<file path="src/rtl/csc_pkg.sv">
/*
  Package for the codec system control block: register offsets, field
  positions, reset values, timing counts and shared types.
  Assumes a 200 MHz core clock and an 8-bit register port behind the
  serial control interface.
*/
package csc_pkg;

  // Register offsets on the control interface.
  localparam logic [7:0] OFS_GS_ENABLE = 8'h3c;
  localparam logic [7:0] OFS_GS_TRIGGER = 8'h3d;
  localparam logic [7:0] OFS_GS_ATT_LIMIT = 8'h3e;
  localparam logic [7:0] OFS_GS_TIMEOUT = 8'h3f;
  localparam logic [7:0] OFS_GS_CLIP = 8'h40;
  localparam logic [7:0] OFS_SAMPLE_RATE = 8'h60;
  localparam logic [7:0] OFS_RAMP_CTRL = 8'h61;
  localparam logic [7:0] OFS_SEQ_SYNC = 8'h62;
  localparam logic [7:0] OFS_SOFT_RESET = 8'h63;
  localparam logic [7:0] OFS_EVENT = 8'h64;
  localparam logic [7:0] OFS_EVENT_MASK = 8'h65;
  localparam logic [7:0] OFS_ADC_ONE = 8'hc0;
  localparam logic [7:0] OFS_ADC_TWO = 8'hc1;
  localparam logic [7:0] OFS_ADC_MODE = 8'hc2;

  // Field positions.
  localparam int AAF_BIT = 2;
  localparam int LP_BIT = 0;
  localparam int LVLDET_BIT = 1;
  localparam int AUTO_EXIT_BIT = 2;
  localparam int RESYNC_BIT = 0;
  localparam int FREERUN_BIT = 1;
  localparam int TIMEOUT_BIT = 0;
  localparam int CLIP_BIT = 7;
  localparam int FLAG_BIT = 0;

  // Reset values.
  localparam logic [1:0] RST_GS_ENABLE = 2'h0;
  localparam logic [3:0] RST_GS_TRIGGER = 4'h9;
  localparam logic [2:0] RST_GS_ATT = 3'h0;
  localparam logic RST_AAF = 1'b1;
  localparam logic RST_OFF = 1'b0;
  localparam logic RST_MASK = 1'b1;
  localparam logic [3:0] RST_RATE = 4'h0;
  localparam logic [1:0] RST_RAMP = 2'h1;
  localparam logic [7:0] SOFT_RESET_KEY = 8'h80;
  localparam logic [2:0] ATT_RESERVED = 3'h7;
  localparam logic [7:0] DB_STEP = 8'h06;

  // Ramp rate codes.
  localparam logic [1:0] RAMP_FAST = 2'h0;
  localparam logic [1:0] RAMP_NOMINAL = 2'h1;
  localparam logic [1:0] RAMP_DIV8 = 2'h2;
  localparam logic [1:0] RAMP_DIV16 = 2'h3;

  // Timing: nominal ramp is 0.88 ms per dB.
  localparam int CLK_PERIOD_PS = 5000;
  localparam longint RAMP_NOMINAL_PS = 64'd880_000_000;
  localparam int RAMP_NOMINAL_CYCLES = int'(RAMP_NOMINAL_PS / CLK_PERIOD_PS);
  // One 48 kHz frame, the wrap count whenever the sequencer runs.
  localparam longint SEQ_FRAME_PS = 64'd20_833_333;
  localparam int SEQ_FRAME_CYCLES = int'(SEQ_FRAME_PS / CLK_PERIOD_PS);
  localparam int RAMP_CNT_W = 24;
  localparam int SEQ_CNT_W = 16;

  typedef struct packed {
    logic wr;
    logic rd;
    logic [7:0] addr;
    logic [7:0] wdata;
  } csc_req_s;

  typedef enum logic {
    SEQ_WAIT = 1'b0,
    SEQ_RUN = 1'b1
  } csc_seq_e;

endpackage : csc_pkg

</file>
<file path="src/rtl/csc_system_control.sv">
/*
  Codec system control register bank: interrupt event and mask, sample
  rate selection, gain ramp timing, sequencer sync, soft reset, ADC mode
  and gain swap settings.
  Assumes a byte register port from the serial control interface on the
  same clock, and asynchronous level-detect and word clock inputs.
*/
module csc_system_control
  import csc_pkg::*;
#(
  parameter int RAMP_CYCLES = RAMP_NOMINAL_CYCLES,
  parameter int FRAME_CYCLES = SEQ_FRAME_CYCLES
) (
  input wire logic core_clk,
  input wire logic sys_rst,
  input wire csc_req_s cif_req,
  output logic [7:0] cif_rdata,
  input wire logic level_over_threshold,
  input wire logic dai_word_clk,
  output logic host_interrupt_n,
  output logic [3:0] record_sample_rate,
  output logic [3:0] playback_sample_rate,
  output logic [3:0] dai_sample_rate,
  output logic repeat_record_samples,
  output logic repeat_playback_samples,
  output logic gain_ramp_step,
  output logic [SEQ_CNT_W-1:0] sequencer_count,
  output logic sequencer_frame_start,
  output logic adc_one_aaf_on,
  output logic adc_two_aaf_on,
  output logic adc_low_power_on,
  output logic adc_level_detect_on,
  output logic [1:0] gain_swap_enable,
  output logic [7:0] gain_swap_trigger_db,
  output logic [7:0] gain_swap_att_db,
  output logic gain_swap_timeout_on,
  output logic gain_swap_clip_on
);

  // Control registers.
  logic [3:0] gs_trigger;
  logic [2:0] gs_att;
  logic auto_exit;
  logic level_detect_flag;
  logic event_mask;
  logic [1:0] ramp_rate;
  logic sequencer_auto_resync;
  logic sequencer_free_running;

  // Synchronised pins and edge history.
  logic [1:0] pins_sync;
  logic level_prev;
  logic wclk_prev;
  csc_seq_e seq_state;
  logic [RAMP_CNT_W-1:0] ramp_cnt;

  csc_sync2 #(
    .WIDTH(2)
  ) u_sync (
    .core_clk(core_clk),
    .sys_rst(sys_rst),
    .async_in({dai_word_clk, level_over_threshold}),
    .sync_out(pins_sync)
  );

  wire level_rise = pins_sync[0] & ~level_prev;
  wire wclk_rise = pins_sync[1] & ~wclk_prev;

  // Address decode.
  wire wr = cif_req.wr;
  wire [7:0] wd = cif_req.wdata;
  wire [7:0] ad = cif_req.addr;
  wire wr_gs_en = wr && ad == OFS_GS_ENABLE;
  wire wr_gs_trig = wr && ad == OFS_GS_TRIGGER;
  wire wr_gs_att = wr && ad == OFS_GS_ATT_LIMIT;
  wire wr_gs_to = wr && ad == OFS_GS_TIMEOUT;
  wire wr_gs_clip = wr && ad == OFS_GS_CLIP;
  wire wr_rate = wr && ad == OFS_SAMPLE_RATE;
  wire wr_ramp = wr && ad == OFS_RAMP_CTRL;
  wire wr_seq = wr && ad == OFS_SEQ_SYNC;
  wire wr_event = wr && ad == OFS_EVENT;
  wire wr_mask = wr && ad == OFS_EVENT_MASK;
  wire wr_adc1 = wr && ad == OFS_ADC_ONE;
  wire wr_adc2 = wr && ad == OFS_ADC_TWO;
  wire wr_mode = wr && ad == OFS_ADC_MODE;
  // Abrupt: nothing is faded, so the host must mute paths first.
  wire soft_reset = wr && ad == OFS_SOFT_RESET && wd == SOFT_RESET_KEY;
  wire any_rst = sys_rst | soft_reset;

  // Level event only counts while detection mode is on.
  wire level_event = level_rise & adc_level_detect_on;
  wire flag_clear = wr_event & wd[FLAG_BIT];
  // A new event wins over a host clear in the same cycle.
  wire next_flag = level_event | (level_detect_flag & ~flag_clear);
  // Auto-exit drops the mode bit; the hardware clear beats a host write.
  wire exit_now = level_event & auto_exit;
  wire next_lvldet = exit_now ? 1'b0 :
                     (wr_mode ? wd[LVLDET_BIT] : adc_level_detect_on);
  wire next_irq_n = ~(next_flag & ~event_mask);

  // Read mux; unmapped and reserved bits read zero.
  logic [7:0] next_rdata;
  always_comb begin
    next_rdata = 8'h00;
    unique case (ad)
      OFS_GS_ENABLE: next_rdata = {6'h00, gain_swap_enable};
      OFS_GS_TRIGGER: next_rdata = {4'h0, gs_trigger};
      OFS_GS_ATT_LIMIT: next_rdata = {5'h00, gs_att};
      OFS_GS_TIMEOUT: next_rdata[TIMEOUT_BIT] = gain_swap_timeout_on;
      OFS_GS_CLIP: next_rdata[CLIP_BIT] = gain_swap_clip_on;
      OFS_SAMPLE_RATE: next_rdata = {playback_sample_rate, record_sample_rate};
      OFS_RAMP_CTRL: next_rdata = {6'h00, ramp_rate};
      OFS_SEQ_SYNC: begin
        next_rdata[RESYNC_BIT] = sequencer_auto_resync;
        next_rdata[FREERUN_BIT] = sequencer_free_running;
      end
      OFS_EVENT: next_rdata[FLAG_BIT] = level_detect_flag;
      OFS_EVENT_MASK: next_rdata[FLAG_BIT] = event_mask;
      OFS_ADC_ONE: next_rdata[AAF_BIT] = adc_one_aaf_on;
      OFS_ADC_TWO: next_rdata[AAF_BIT] = adc_two_aaf_on;
      OFS_ADC_MODE: begin
        next_rdata[AUTO_EXIT_BIT] = auto_exit;
        next_rdata[LVLDET_BIT] = adc_level_detect_on;
        next_rdata[LP_BIT] = adc_low_power_on;
      end
      default: next_rdata = 8'h00;
    endcase
  end

  always_ff @(posedge core_clk) begin
    if (sys_rst) begin
      cif_rdata <= 8'h00;
    end else if (cif_req.rd) begin
      cif_rdata <= next_rdata;
    end
  end

  // Register bank; soft reset restores every default.
  always_ff @(posedge core_clk) begin
    if (any_rst) begin
      gain_swap_enable <= RST_GS_ENABLE;
      gs_trigger <= RST_GS_TRIGGER;
      gs_att <= RST_GS_ATT;
      gain_swap_timeout_on <= RST_OFF;
      gain_swap_clip_on <= RST_OFF;
      record_sample_rate <= RST_RATE;
      playback_sample_rate <= RST_RATE;
      ramp_rate <= RST_RAMP;
      sequencer_auto_resync <= RST_OFF;
      sequencer_free_running <= RST_OFF;
      event_mask <= RST_MASK;
      adc_one_aaf_on <= RST_AAF;
      adc_two_aaf_on <= RST_AAF;
      auto_exit <= RST_OFF;
      adc_low_power_on <= RST_OFF;
    end else begin
      if (wr_gs_en) gain_swap_enable <= wd[1:0];
      if (wr_gs_trig) gs_trigger <= wd[3:0];
      if (wr_gs_att) gs_att <= wd[2:0];
      if (wr_gs_to) gain_swap_timeout_on <= wd[TIMEOUT_BIT];
      if (wr_gs_clip) gain_swap_clip_on <= wd[CLIP_BIT];
      if (wr_rate) begin
        record_sample_rate <= wd[3:0];
        playback_sample_rate <= wd[7:4];
      end
      if (wr_ramp) ramp_rate <= wd[1:0];
      if (wr_seq) begin
        sequencer_auto_resync <= wd[RESYNC_BIT];
        sequencer_free_running <= wd[FREERUN_BIT];
      end
      if (wr_mask) event_mask <= wd[FLAG_BIT];
      if (wr_adc1) adc_one_aaf_on <= wd[AAF_BIT];
      if (wr_adc2) adc_two_aaf_on <= wd[AAF_BIT];
      if (wr_mode) begin
        auto_exit <= wd[AUTO_EXIT_BIT];
        adc_low_power_on <= wd[LP_BIT];
      end
    end
  end

  // Event path and mode bit that hardware can also clear.
  always_ff @(posedge core_clk) begin
    if (any_rst) begin
      level_detect_flag <= RST_OFF;
      adc_level_detect_on <= RST_OFF;
      host_interrupt_n <= 1'b1;
    end else begin
      level_detect_flag <= next_flag;
      adc_level_detect_on <= next_lvldet;
      host_interrupt_n <= next_irq_n;
    end
  end

  always_ff @(posedge core_clk) begin
    if (sys_rst) begin
      level_prev <= 1'b0;
      wclk_prev <= 1'b0;
    end else begin
      level_prev <= pins_sync[0];
      wclk_prev <= pins_sync[1];
    end
  end

  // Decoded gain swap levels in dB; a reserved limit clamps to 36 dB.
  wire [2:0] att_code = (gs_att == ATT_RESERVED) ? 3'h6 : gs_att;
  wire [7:0] next_trig_db = 8'({4'h0, gs_trigger} * DB_STEP);
  wire [7:0] next_att_db = 8'({5'h00, att_code} * DB_STEP);

  // Rate codes rise with sample rate; the slower path is repeated.
  wire play_faster = playback_sample_rate > record_sample_rate;

  always_ff @(posedge core_clk) begin
    if (sys_rst) begin
      gain_swap_trigger_db <= 8'h00;
      gain_swap_att_db <= 8'h00;
      dai_sample_rate <= RST_RATE;
      repeat_record_samples <= 1'b0;
      repeat_playback_samples <= 1'b0;
    end else begin
      gain_swap_trigger_db <= next_trig_db;
      gain_swap_att_db <= next_att_db;
      dai_sample_rate <= play_faster ? playback_sample_rate
                                     : record_sample_rate;
      repeat_record_samples <= play_faster;
      repeat_playback_samples <= record_sample_rate > playback_sample_rate;
    end
  end

  // Gain ramp step period per dB from the shared rate field.
  logic [RAMP_CNT_W-1:0] ramp_period;
  always_comb begin
    ramp_period = RAMP_CNT_W'(RAMP_CYCLES);
    unique case (ramp_rate)
      RAMP_FAST: ramp_period = RAMP_CNT_W'(RAMP_CYCLES / 8);
      RAMP_NOMINAL: ramp_period = RAMP_CNT_W'(RAMP_CYCLES);
      RAMP_DIV8: ramp_period = RAMP_CNT_W'(RAMP_CYCLES * 8);
      RAMP_DIV16: ramp_period = RAMP_CNT_W'(RAMP_CYCLES * 16);
    endcase
  end

  wire ramp_done = ramp_cnt >= ramp_period - RAMP_CNT_W'(1);

  always_ff @(posedge core_clk) begin
    if (any_rst) begin
      ramp_cnt <= '0;
      gain_ramp_step <= 1'b0;
    end else begin
      ramp_cnt <= ramp_done ? '0 : ramp_cnt + RAMP_CNT_W'(1);
      gain_ramp_step <= ramp_done;
    end
  end

  // Sequencer: waits for the first word clock edge unless free running,
  // then wraps on its own frame count. Auto-resync realigns on each edge unless free running.
  wire frame_end = sequencer_count == SEQ_CNT_W'(FRAME_CYCLES - 1);
  wire resync = wclk_rise & sequencer_auto_resync & ~sequencer_free_running;
  csc_seq_e next_seq_state;
  always_comb begin
    next_seq_state = seq_state;
    unique case (seq_state)
      SEQ_WAIT: if (wclk_rise || sequencer_free_running) begin
        next_seq_state = SEQ_RUN;
      end
      SEQ_RUN: next_seq_state = SEQ_RUN;
    endcase
  end

  wire seq_start = (seq_state == SEQ_WAIT && next_seq_state == SEQ_RUN)
                   || (seq_state == SEQ_RUN && (resync || frame_end));

  always_ff @(posedge core_clk) begin
    if (any_rst) begin
      seq_state <= SEQ_WAIT;
      sequencer_count <= '0;
      sequencer_frame_start <= 1'b0;
    end else begin
      seq_state <= next_seq_state;
      sequencer_frame_start <= seq_start;
      if (seq_start) begin
        sequencer_count <= '0;
      end else if (seq_state == SEQ_RUN) begin
        sequencer_count <= sequencer_count + SEQ_CNT_W'(1);
      end
    end
  end

endmodule : csc_system_control

</file>
<file path="src/rtl/csc_sync2.sv">
/*
  Two-flop synchroniser for a bundle of independent levels.
  Assumes each bit is a slow level or a clock far below core_clk.
*/
module csc_sync2 #(
  parameter int WIDTH = 1
) (
  input wire logic core_clk,
  input wire logic sys_rst,
  input wire logic [WIDTH-1:0] async_in,
  output logic [WIDTH-1:0] sync_out
);

  logic [WIDTH-1:0] meta;

  always_ff @(posedge core_clk) begin
    if (sys_rst) begin
      meta <= '0;
      sync_out <= '0;
    end else begin
      meta <= async_in;
      sync_out <= meta;
    end
  end

endmodule : csc_sync2

</file>
<file path="config.mk">
export PLATFORM = sky130hd
export DESIGN_NAME = csc_system_control
export DESIGN_NICKNAME = d
export VERILOG_FILES = /design/src/rtl/csc_pkg.sv /design/src/rtl/csc_system_control.sv /design/src/rtl/csc_sync2.sv
export SDC_FILE = /design/constraint.sdc
export NUM_CORES = 1
export LEC_CHECK = 0
export BUFFER_PORTS_ARGS = -buffer_cell sky130_fd_sc_hd__buf_2
export CORE_MARGIN = 2
export CORE_UTILIZATION = 34
export CTS_CLUSTER_DIAMETER = 40
export DETAILED_ROUTE_END_ITERATION = 6
export HOLD_SLACK_MARGIN = 0.05
export PLACE_DENSITY = 0.49
export RECOVER_POWER = 25
export SLEW_MARGIN = 40
export SYNTH_ARGS = -nofsm -noshare
export SYNTH_HDL_FRONTEND = slang
export SYNTH_HIERARCHICAL = 1
export SYNTH_SLANG_ARGS = --single-unit
</file>
<file path="constraint.sdc">
create_clock -name core_clk -period 3.3 [get_ports core_clk]
set_clock_uncertainty 0.2 [all_clocks]
set_input_delay 0.66 -clock core_clk [delete_from_list [all_inputs] [get_ports core_clk]]
set_output_delay 0.66 -clock core_clk [all_outputs]
set_load 0.01 [all_outputs]
</file>
; ---- Word-level counts from Yosys, hierarchy flattened
; Index checks and enable logic that the tools add are counted.
[word_totals]
ff_bits = 110
latchBits = 0
ram_bits = 0
romBits = 0
in_bits = 22
wordCells = 115
n_memories = 0
[op_classes]
add_sub_neg = 3
mul = 2
div = 0
n_lt_le_gt_ge = 3
n_eq_ne = 20
shift = 0
n_mux = 10
bitwise_logic = 18
reduce_logical = 24
[op_table]
columns = cell, n
row1 = 24-bit case mux with 4 select lines, 1
row2 = "8-bit by 7-bit equality test with 1-bit output, second input constant", 7
row3 = "8-bit by 6-bit equality test with 1-bit output, second input constant", 4
row4 = "8-bit equality test, second input constant", 4
row5 = "24-bit by 1-bit adder with 24-bit output, second input constant", 1
row6 = 24-bit greater-or-equal comparator, 1
row7 = "24-bit by 1-bit subtractor with 24-bit output, second input constant", 1
row8 = 1-bit logical AND, 17
row9 = "16-bit by 1-bit adder with 16-bit output, second input constant", 1
row10 = "16-bit by 13-bit equality test with 1-bit output, second input constant", 1
row11 = 1-bit case mux with 10 select lines, 1
row12 = 1-bit AND, 9
row13 = 4-bit greater-than comparator, 2
row14 = 4-bit case mux with 2 select lines, 1
row15 = 1-bit NOT, 7
row16 = 1-bit case mux with 7 select lines, 1
row17 = "4-bit by 2-bit multiplier with 6-bit output, second input constant", 1
row18 = 1-bit case mux with 6 select lines, 1
row19 = 2-bit OR reduction, 3
row20 = "3-bit by 2-bit multiplier with 5-bit output, second input constant", 1
row21 = "2-bit equality test, second input constant", 2
row22 = 4-bit two-way mux, 1
row23 = 1-bit case mux with 2 select lines, 2
row24 = "3-bit equality test, second input constant", 1
row25 = other kinds (6), 9

; ---- Logic depth before layout (Yosys ltp)
[logic_depth]
word_depth = 8
depth_mapped = 10

; ---- By module
; Netlist, hierarchy kept.
[modules_own_cells]
columns = mod, instances, cells_per_inst, area_per_inst_um2
row1 = csc_system_control, 1, 555, 4978.5
row2 = csc_sync2, 1, 8, 105.1

; ---- Worst setup path before layout
; No wires, ideal clock.
[synth_path]
kind = input to register
from = input port cif_req[12] (netlist name)
to = register adc_level_detect_on
t_arrival_ps = 2147
required_time_ps = 2982
slack_ps = 835
cell_stages = 7
path_buffers = 2
path_cell_list = or4b_1 buf_6 nor3b_4 and3_1 buf_4 mux2i_1 nor3_2
[synth_via]
elab_chain_cells = 5
word_cells_on_any_way = 7
[synth_lines]
columns = item, line_no
row1 = "start, declared", csc_system_control.sv:16  ; input wire csc_req_s cif_req,
row2 = 8-bit by 7-bit equality test with 1-bit output, csc_system_control.sv:87  ; wire soft_reset = wr && ad == OFS_SOFT_RESET && wd == SOFT_RESET_KEY;
row3 = 1-bit logical AND (2 in series), csc_system_control.sv:87
row4 = 1-bit bitwise OR, csc_system_control.sv:88  ; wire any_rst = sys_rst | soft_reset;
row5 = 2-bit OR reduction (no source line), --
row6 = "end signal, assigned", csc_system_control.sv:189  ; adc_level_detect_on <= next_lvldet;
row7 = "end, declared", csc_system_control.sv:32  ; output logic adc_level_detect_on,
; Parallel ways exist; a longest one is shown, timed or not.
; A chain may end at the register's enable or synchronous reset.

; ---- Final worst setup path
[layout_path]
from = register ramp_rate[1]
to = register ramp_cnt[7]
[layout_via]
elab_chain_cells = 5
word_cells_on_any_way = 8
[layout_lines]
columns = item, line_no
row1 = "start, declared", csc_system_control.sv:46  ; logic [1:0] ramp_rate;
row2 = "start signal, assigned", csc_system_control.sv:166  ; if (wr_ramp) ramp_rate <= wd[1:0];
row3 = "2-bit equality test, or another cell as far along", csc_system_control.sv:233  ; unique case (ramp_rate)
row4 = 24-bit case mux with 4 select lines (*), csc_system_control.sv:233
row5 = 24-bit by 1-bit subtractor with 24-bit output (*), csc_system_control.sv:241  ; wire ramp_done = ramp_cnt >= ramp_period - RAMP_CNT_W'(1);
row6 = 24-bit greater-or-equal comparator (*), csc_system_control.sv:241
row7 = 2-bit OR reduction (no source line) (*), --
row8 = "end signal, assigned", csc_system_control.sv:248  ; ramp_cnt <= ramp_done ? '0 : ramp_cnt + RAMP_CNT_W'(1);
row9 = "end, declared", csc_system_control.sv:55  ; logic [RAMP_CNT_W-1:0] ramp_cnt;
; Every way passes the cells marked *; elsewhere a longest branch is shown, timed or not. The select of a mux whose other input is x is not followed.

==> flow_metrics.tcl <==
set metrics [dict create \
    status "finished, violations left" \
    violations "capacitance limit, slew limit" \
    dieArea_um2 15900 \
    gp_congestion 0.784 \
    cp_num_buf_inv 1 \
    clock.fmax_mhz 346 \
    synth-seq-cells 105 \
    cp_max_fo 23 \
    start_util_pct 34.8 \
    critPathKind "reg -> reg" \
    grt_overflow_total 0 \
    crit_path_top_delay_cell "nand4_2" \
    yosysTopAreaCell "dfxtp_1" \
    grt_max_degree 33 \
    ant_nets 0 \
    cts_tree "built" \
    startpoint_type "flip-flop" \
    crit_path_start "ramp_rate[1]" \
    p_per_area_nw_per_um2 436 \
    vias 4110 \
    crit-reg2reg-launch "ramp_rate[1]" \
    core_area_um2 14600 \
    synthTopCellsByCount "dfxtp_1 (105), nor2_1 (80), nand2_1 (42)" \
    slew_headroom_pct -8.74 \
    grt_pass1_wl_um 19700 \
    worstPathArrival_ps 2960 \
    clock-sinks 105 \
    ys.flop_type "dfxtp_1" \
    drive_gt1_share_pct 13.6 \
    end_kind "flip-flop" \
    track_usage_pct 15.3 \
    clockBufferDepth 2 \
    cp_top_family "simple AND/OR/NAND/NOR gates" \
    critical_path_required_ps 3370 \
    place_ws_ps 337 \
    crit_top_cell "ha_1" \
    hp-class "reg -> reg" \
    switching_share_pct 21.9 \
    vdd_drop_max_mv 0.235 \
    period_needed_ps 2890 \
    grt_pass1_vias 3903 \
    power_frac_seq_pct 49.7 \
    setup_violations 0 \
    tns_ps 0 \
    ys_seq_area_share_pct 41.3 \
    num_rows 44 \
    synth-edff-count 0 \
    path_cells "inv_1, ha_1, o21bai_1, ha_1, a21oi_1, o22ai_1, nor3_1, nand4_2, nor2_1" \
    n_antenna_cell 0 \
    antenna_found_initial 0 \
    synth.distinct_cells 56 \
    die_width_um 126 \
    cts_hold_buf 0 \
    port_buffers 81 \
    cell_internal_pwr_mw 2.03 \
    rsz0062_at_grt "no" \
    maxCapViolations 1 \
    pwr-share-comb_pct 4.7 \
    syn_inst 563 \
    finalHoldViolCount 0 \
    syn2layout_area_growth_pct 16.9 \
    period_share_pct 87.6 \
    drc_errors 0 \
    clkSlewWorstSetupHoldPaths_ps 70 \
    numCtsBuffers 9 \
    fillCellCount 1503 \
    power_switching_mw 0.567 \
    synthesis.area_um2 5080 \
    dp_hpwl_um 8910 \
    drtPass1Iterations 4 \
    wl_per_cell_um 14.7 \
    htreeDepth 3 \
    drtIter0Drc 189 \
    io_pins 87 \
    cellLeakagePower_nw 2.44 \
    synth.top_cells.by_area "dfxtp_1 (41%), ha_1 (8.9%), nor2_1 (5.9%)" \
    avgSynthCellArea_um2 9.03 \
    cts-root-buf "clkbuf_16" \
    cts_post_setup_buffers_inserted 0 \
    worstHoldStart "u_sync/meta[0]" \
    clkLatencyLatePin_ps 350 \
    die_h_um 126 \
    clkPwrFrac_pct 45.6 \
    vias_per_cell 4.96 \
    synth_top_area_share_pct 41.3 \
    whs_ps 241 \
    cpPeakStageDelay_ps 550 \
    worst_pin_slew_ps 1630 \
    totalWireLength_um 12200 \
    drv_slew 33 \
    nets 700 \
    yosysMostFrequentCell "dfxtp_1" \
    async_flop_share_pct 0 \
    post_cts_resized 0 \
    final.setup.worst_slack_ps 409 \
    ys_warn_count 6 \
]
[cell usage in the layout, fill, tap and decap left out, types with 22 or more instances in the layout]
| cell | count |
|---|---|
| a21oi_1 | 27 |
| buf_2 | 54 |
| clkbuf_1 | 29 |
| dfxtp_1 | 105 |
| ha_1 | 36 |
| inv_1 | 23 |
| mux2i_1 | 25 |
| nand2_1 | 42 |
| nand3_1 | 37 |
| nor2_1 | 80 |
| xor2_1 | 22 |
[through the flow]
| step | util [%] | instances | instance area, um2 | power (mW) |
|---|---|---|---|---|
| after detailed placement | 38.7 | 813 | 5640 | 1.44 |
| final | 40.7 | 829 | 5940 | 2.59 |
| after CTS | 41.0 | 829 | 5970 | 2.63 |
| after floorplan | - | 568 | 5100 | 1.39 |
| after global placement | 38.7 | 813 | 5640 | 1.44 |
| after global routing | 40.7 | 829 | 5940 | 2.69 |
[final timing paths]
check	slack (ps)	endpoint	cells after the start
max	410	ramp_cnt[7]	9
min	240	u_sync/sync_out[0]	1
max reg2reg	410	ramp_cnt[7]	9
min reg2reg	240	u_sync/sync_out[0]	1
[logic make-up (layout without fill, tap and decap cells)]
family	count (synthesis)	after routing	synth area share, %
buffers and inverters	50	127	4.58
XOR/XNOR	39	39	6.72
AO/OA/AOI/OAI	67	67	8.89
AND/OR/NAND/NOR	237	237	23.4
other	1	6	0.0738
multiplexers	26	26	5.37
adder cells (fa/ha/maj)	38	38	9.65
flip-flops	105	105	41.3
[cell type report]
| type | count | area [um2] | area share (%) |
|---|---|---|---|
| tap | 184 | 230 | 3.87 |
| clock buffer | 12 | 256 | 4.32 |
| inverter | 23 | 86.3 | 1.45 |
| sequential | 105 | 2100 | 35.4 |
| clock inverter | 4 | 73.8 | 1.24 |
| timing repair buffer | 88 | 420 | 7.08 |
| multi-input combinational | 413 | 2770 | 46.7 |
[power groups by stage]
stage	clock, mW	combinational [mW]	sequential (mW)
floorplan	0	0.0760	1.32
global placement	0	0.122	1.32
detailed placement	0	0.124	1.32
CTS	1.22	0.124	1.29
global route	1.27	0.133	1.29
finish	1.18	0.121	1.29
[per-layer routing]
metal	vias to the layer above	share of wire, %	global-route usage, %
met5	-	0	0
met4	0	1.9	6.33
met3	17	4.0	3.19
met2	86	44	22.9
met1	1921	50	21.4
li1	2086	-	-
[worst register-to-register path: stages, from the launching register on]
cell	delay (ps)
dfxtp_1	440
inv_1	110
ha_1	260
o21bai_1	190
ha_1	300
a21oi_1	150
o22ai_1	90
nor3_1	270
nand4_2	550
nor2_1	270
[flip-flops by register name, indices dropped and copies added, names as in the netlist, 2 cells and up]
name and count:
cif_rdata 8, dai_sample_rate 4, gain_swap_att_db 5, gain_swap_enable 2
gain_swap_trigger_db 6, gs_att 3, gs_trigger 4, playback_sample_rate 4
ramp_cnt 24, ramp_rate 2, record_sample_rate 4, sequencer_count 16
u_sync/meta 2, u_sync/sync_out 2
Note: power is estimated with default switching activity, not from simulation.
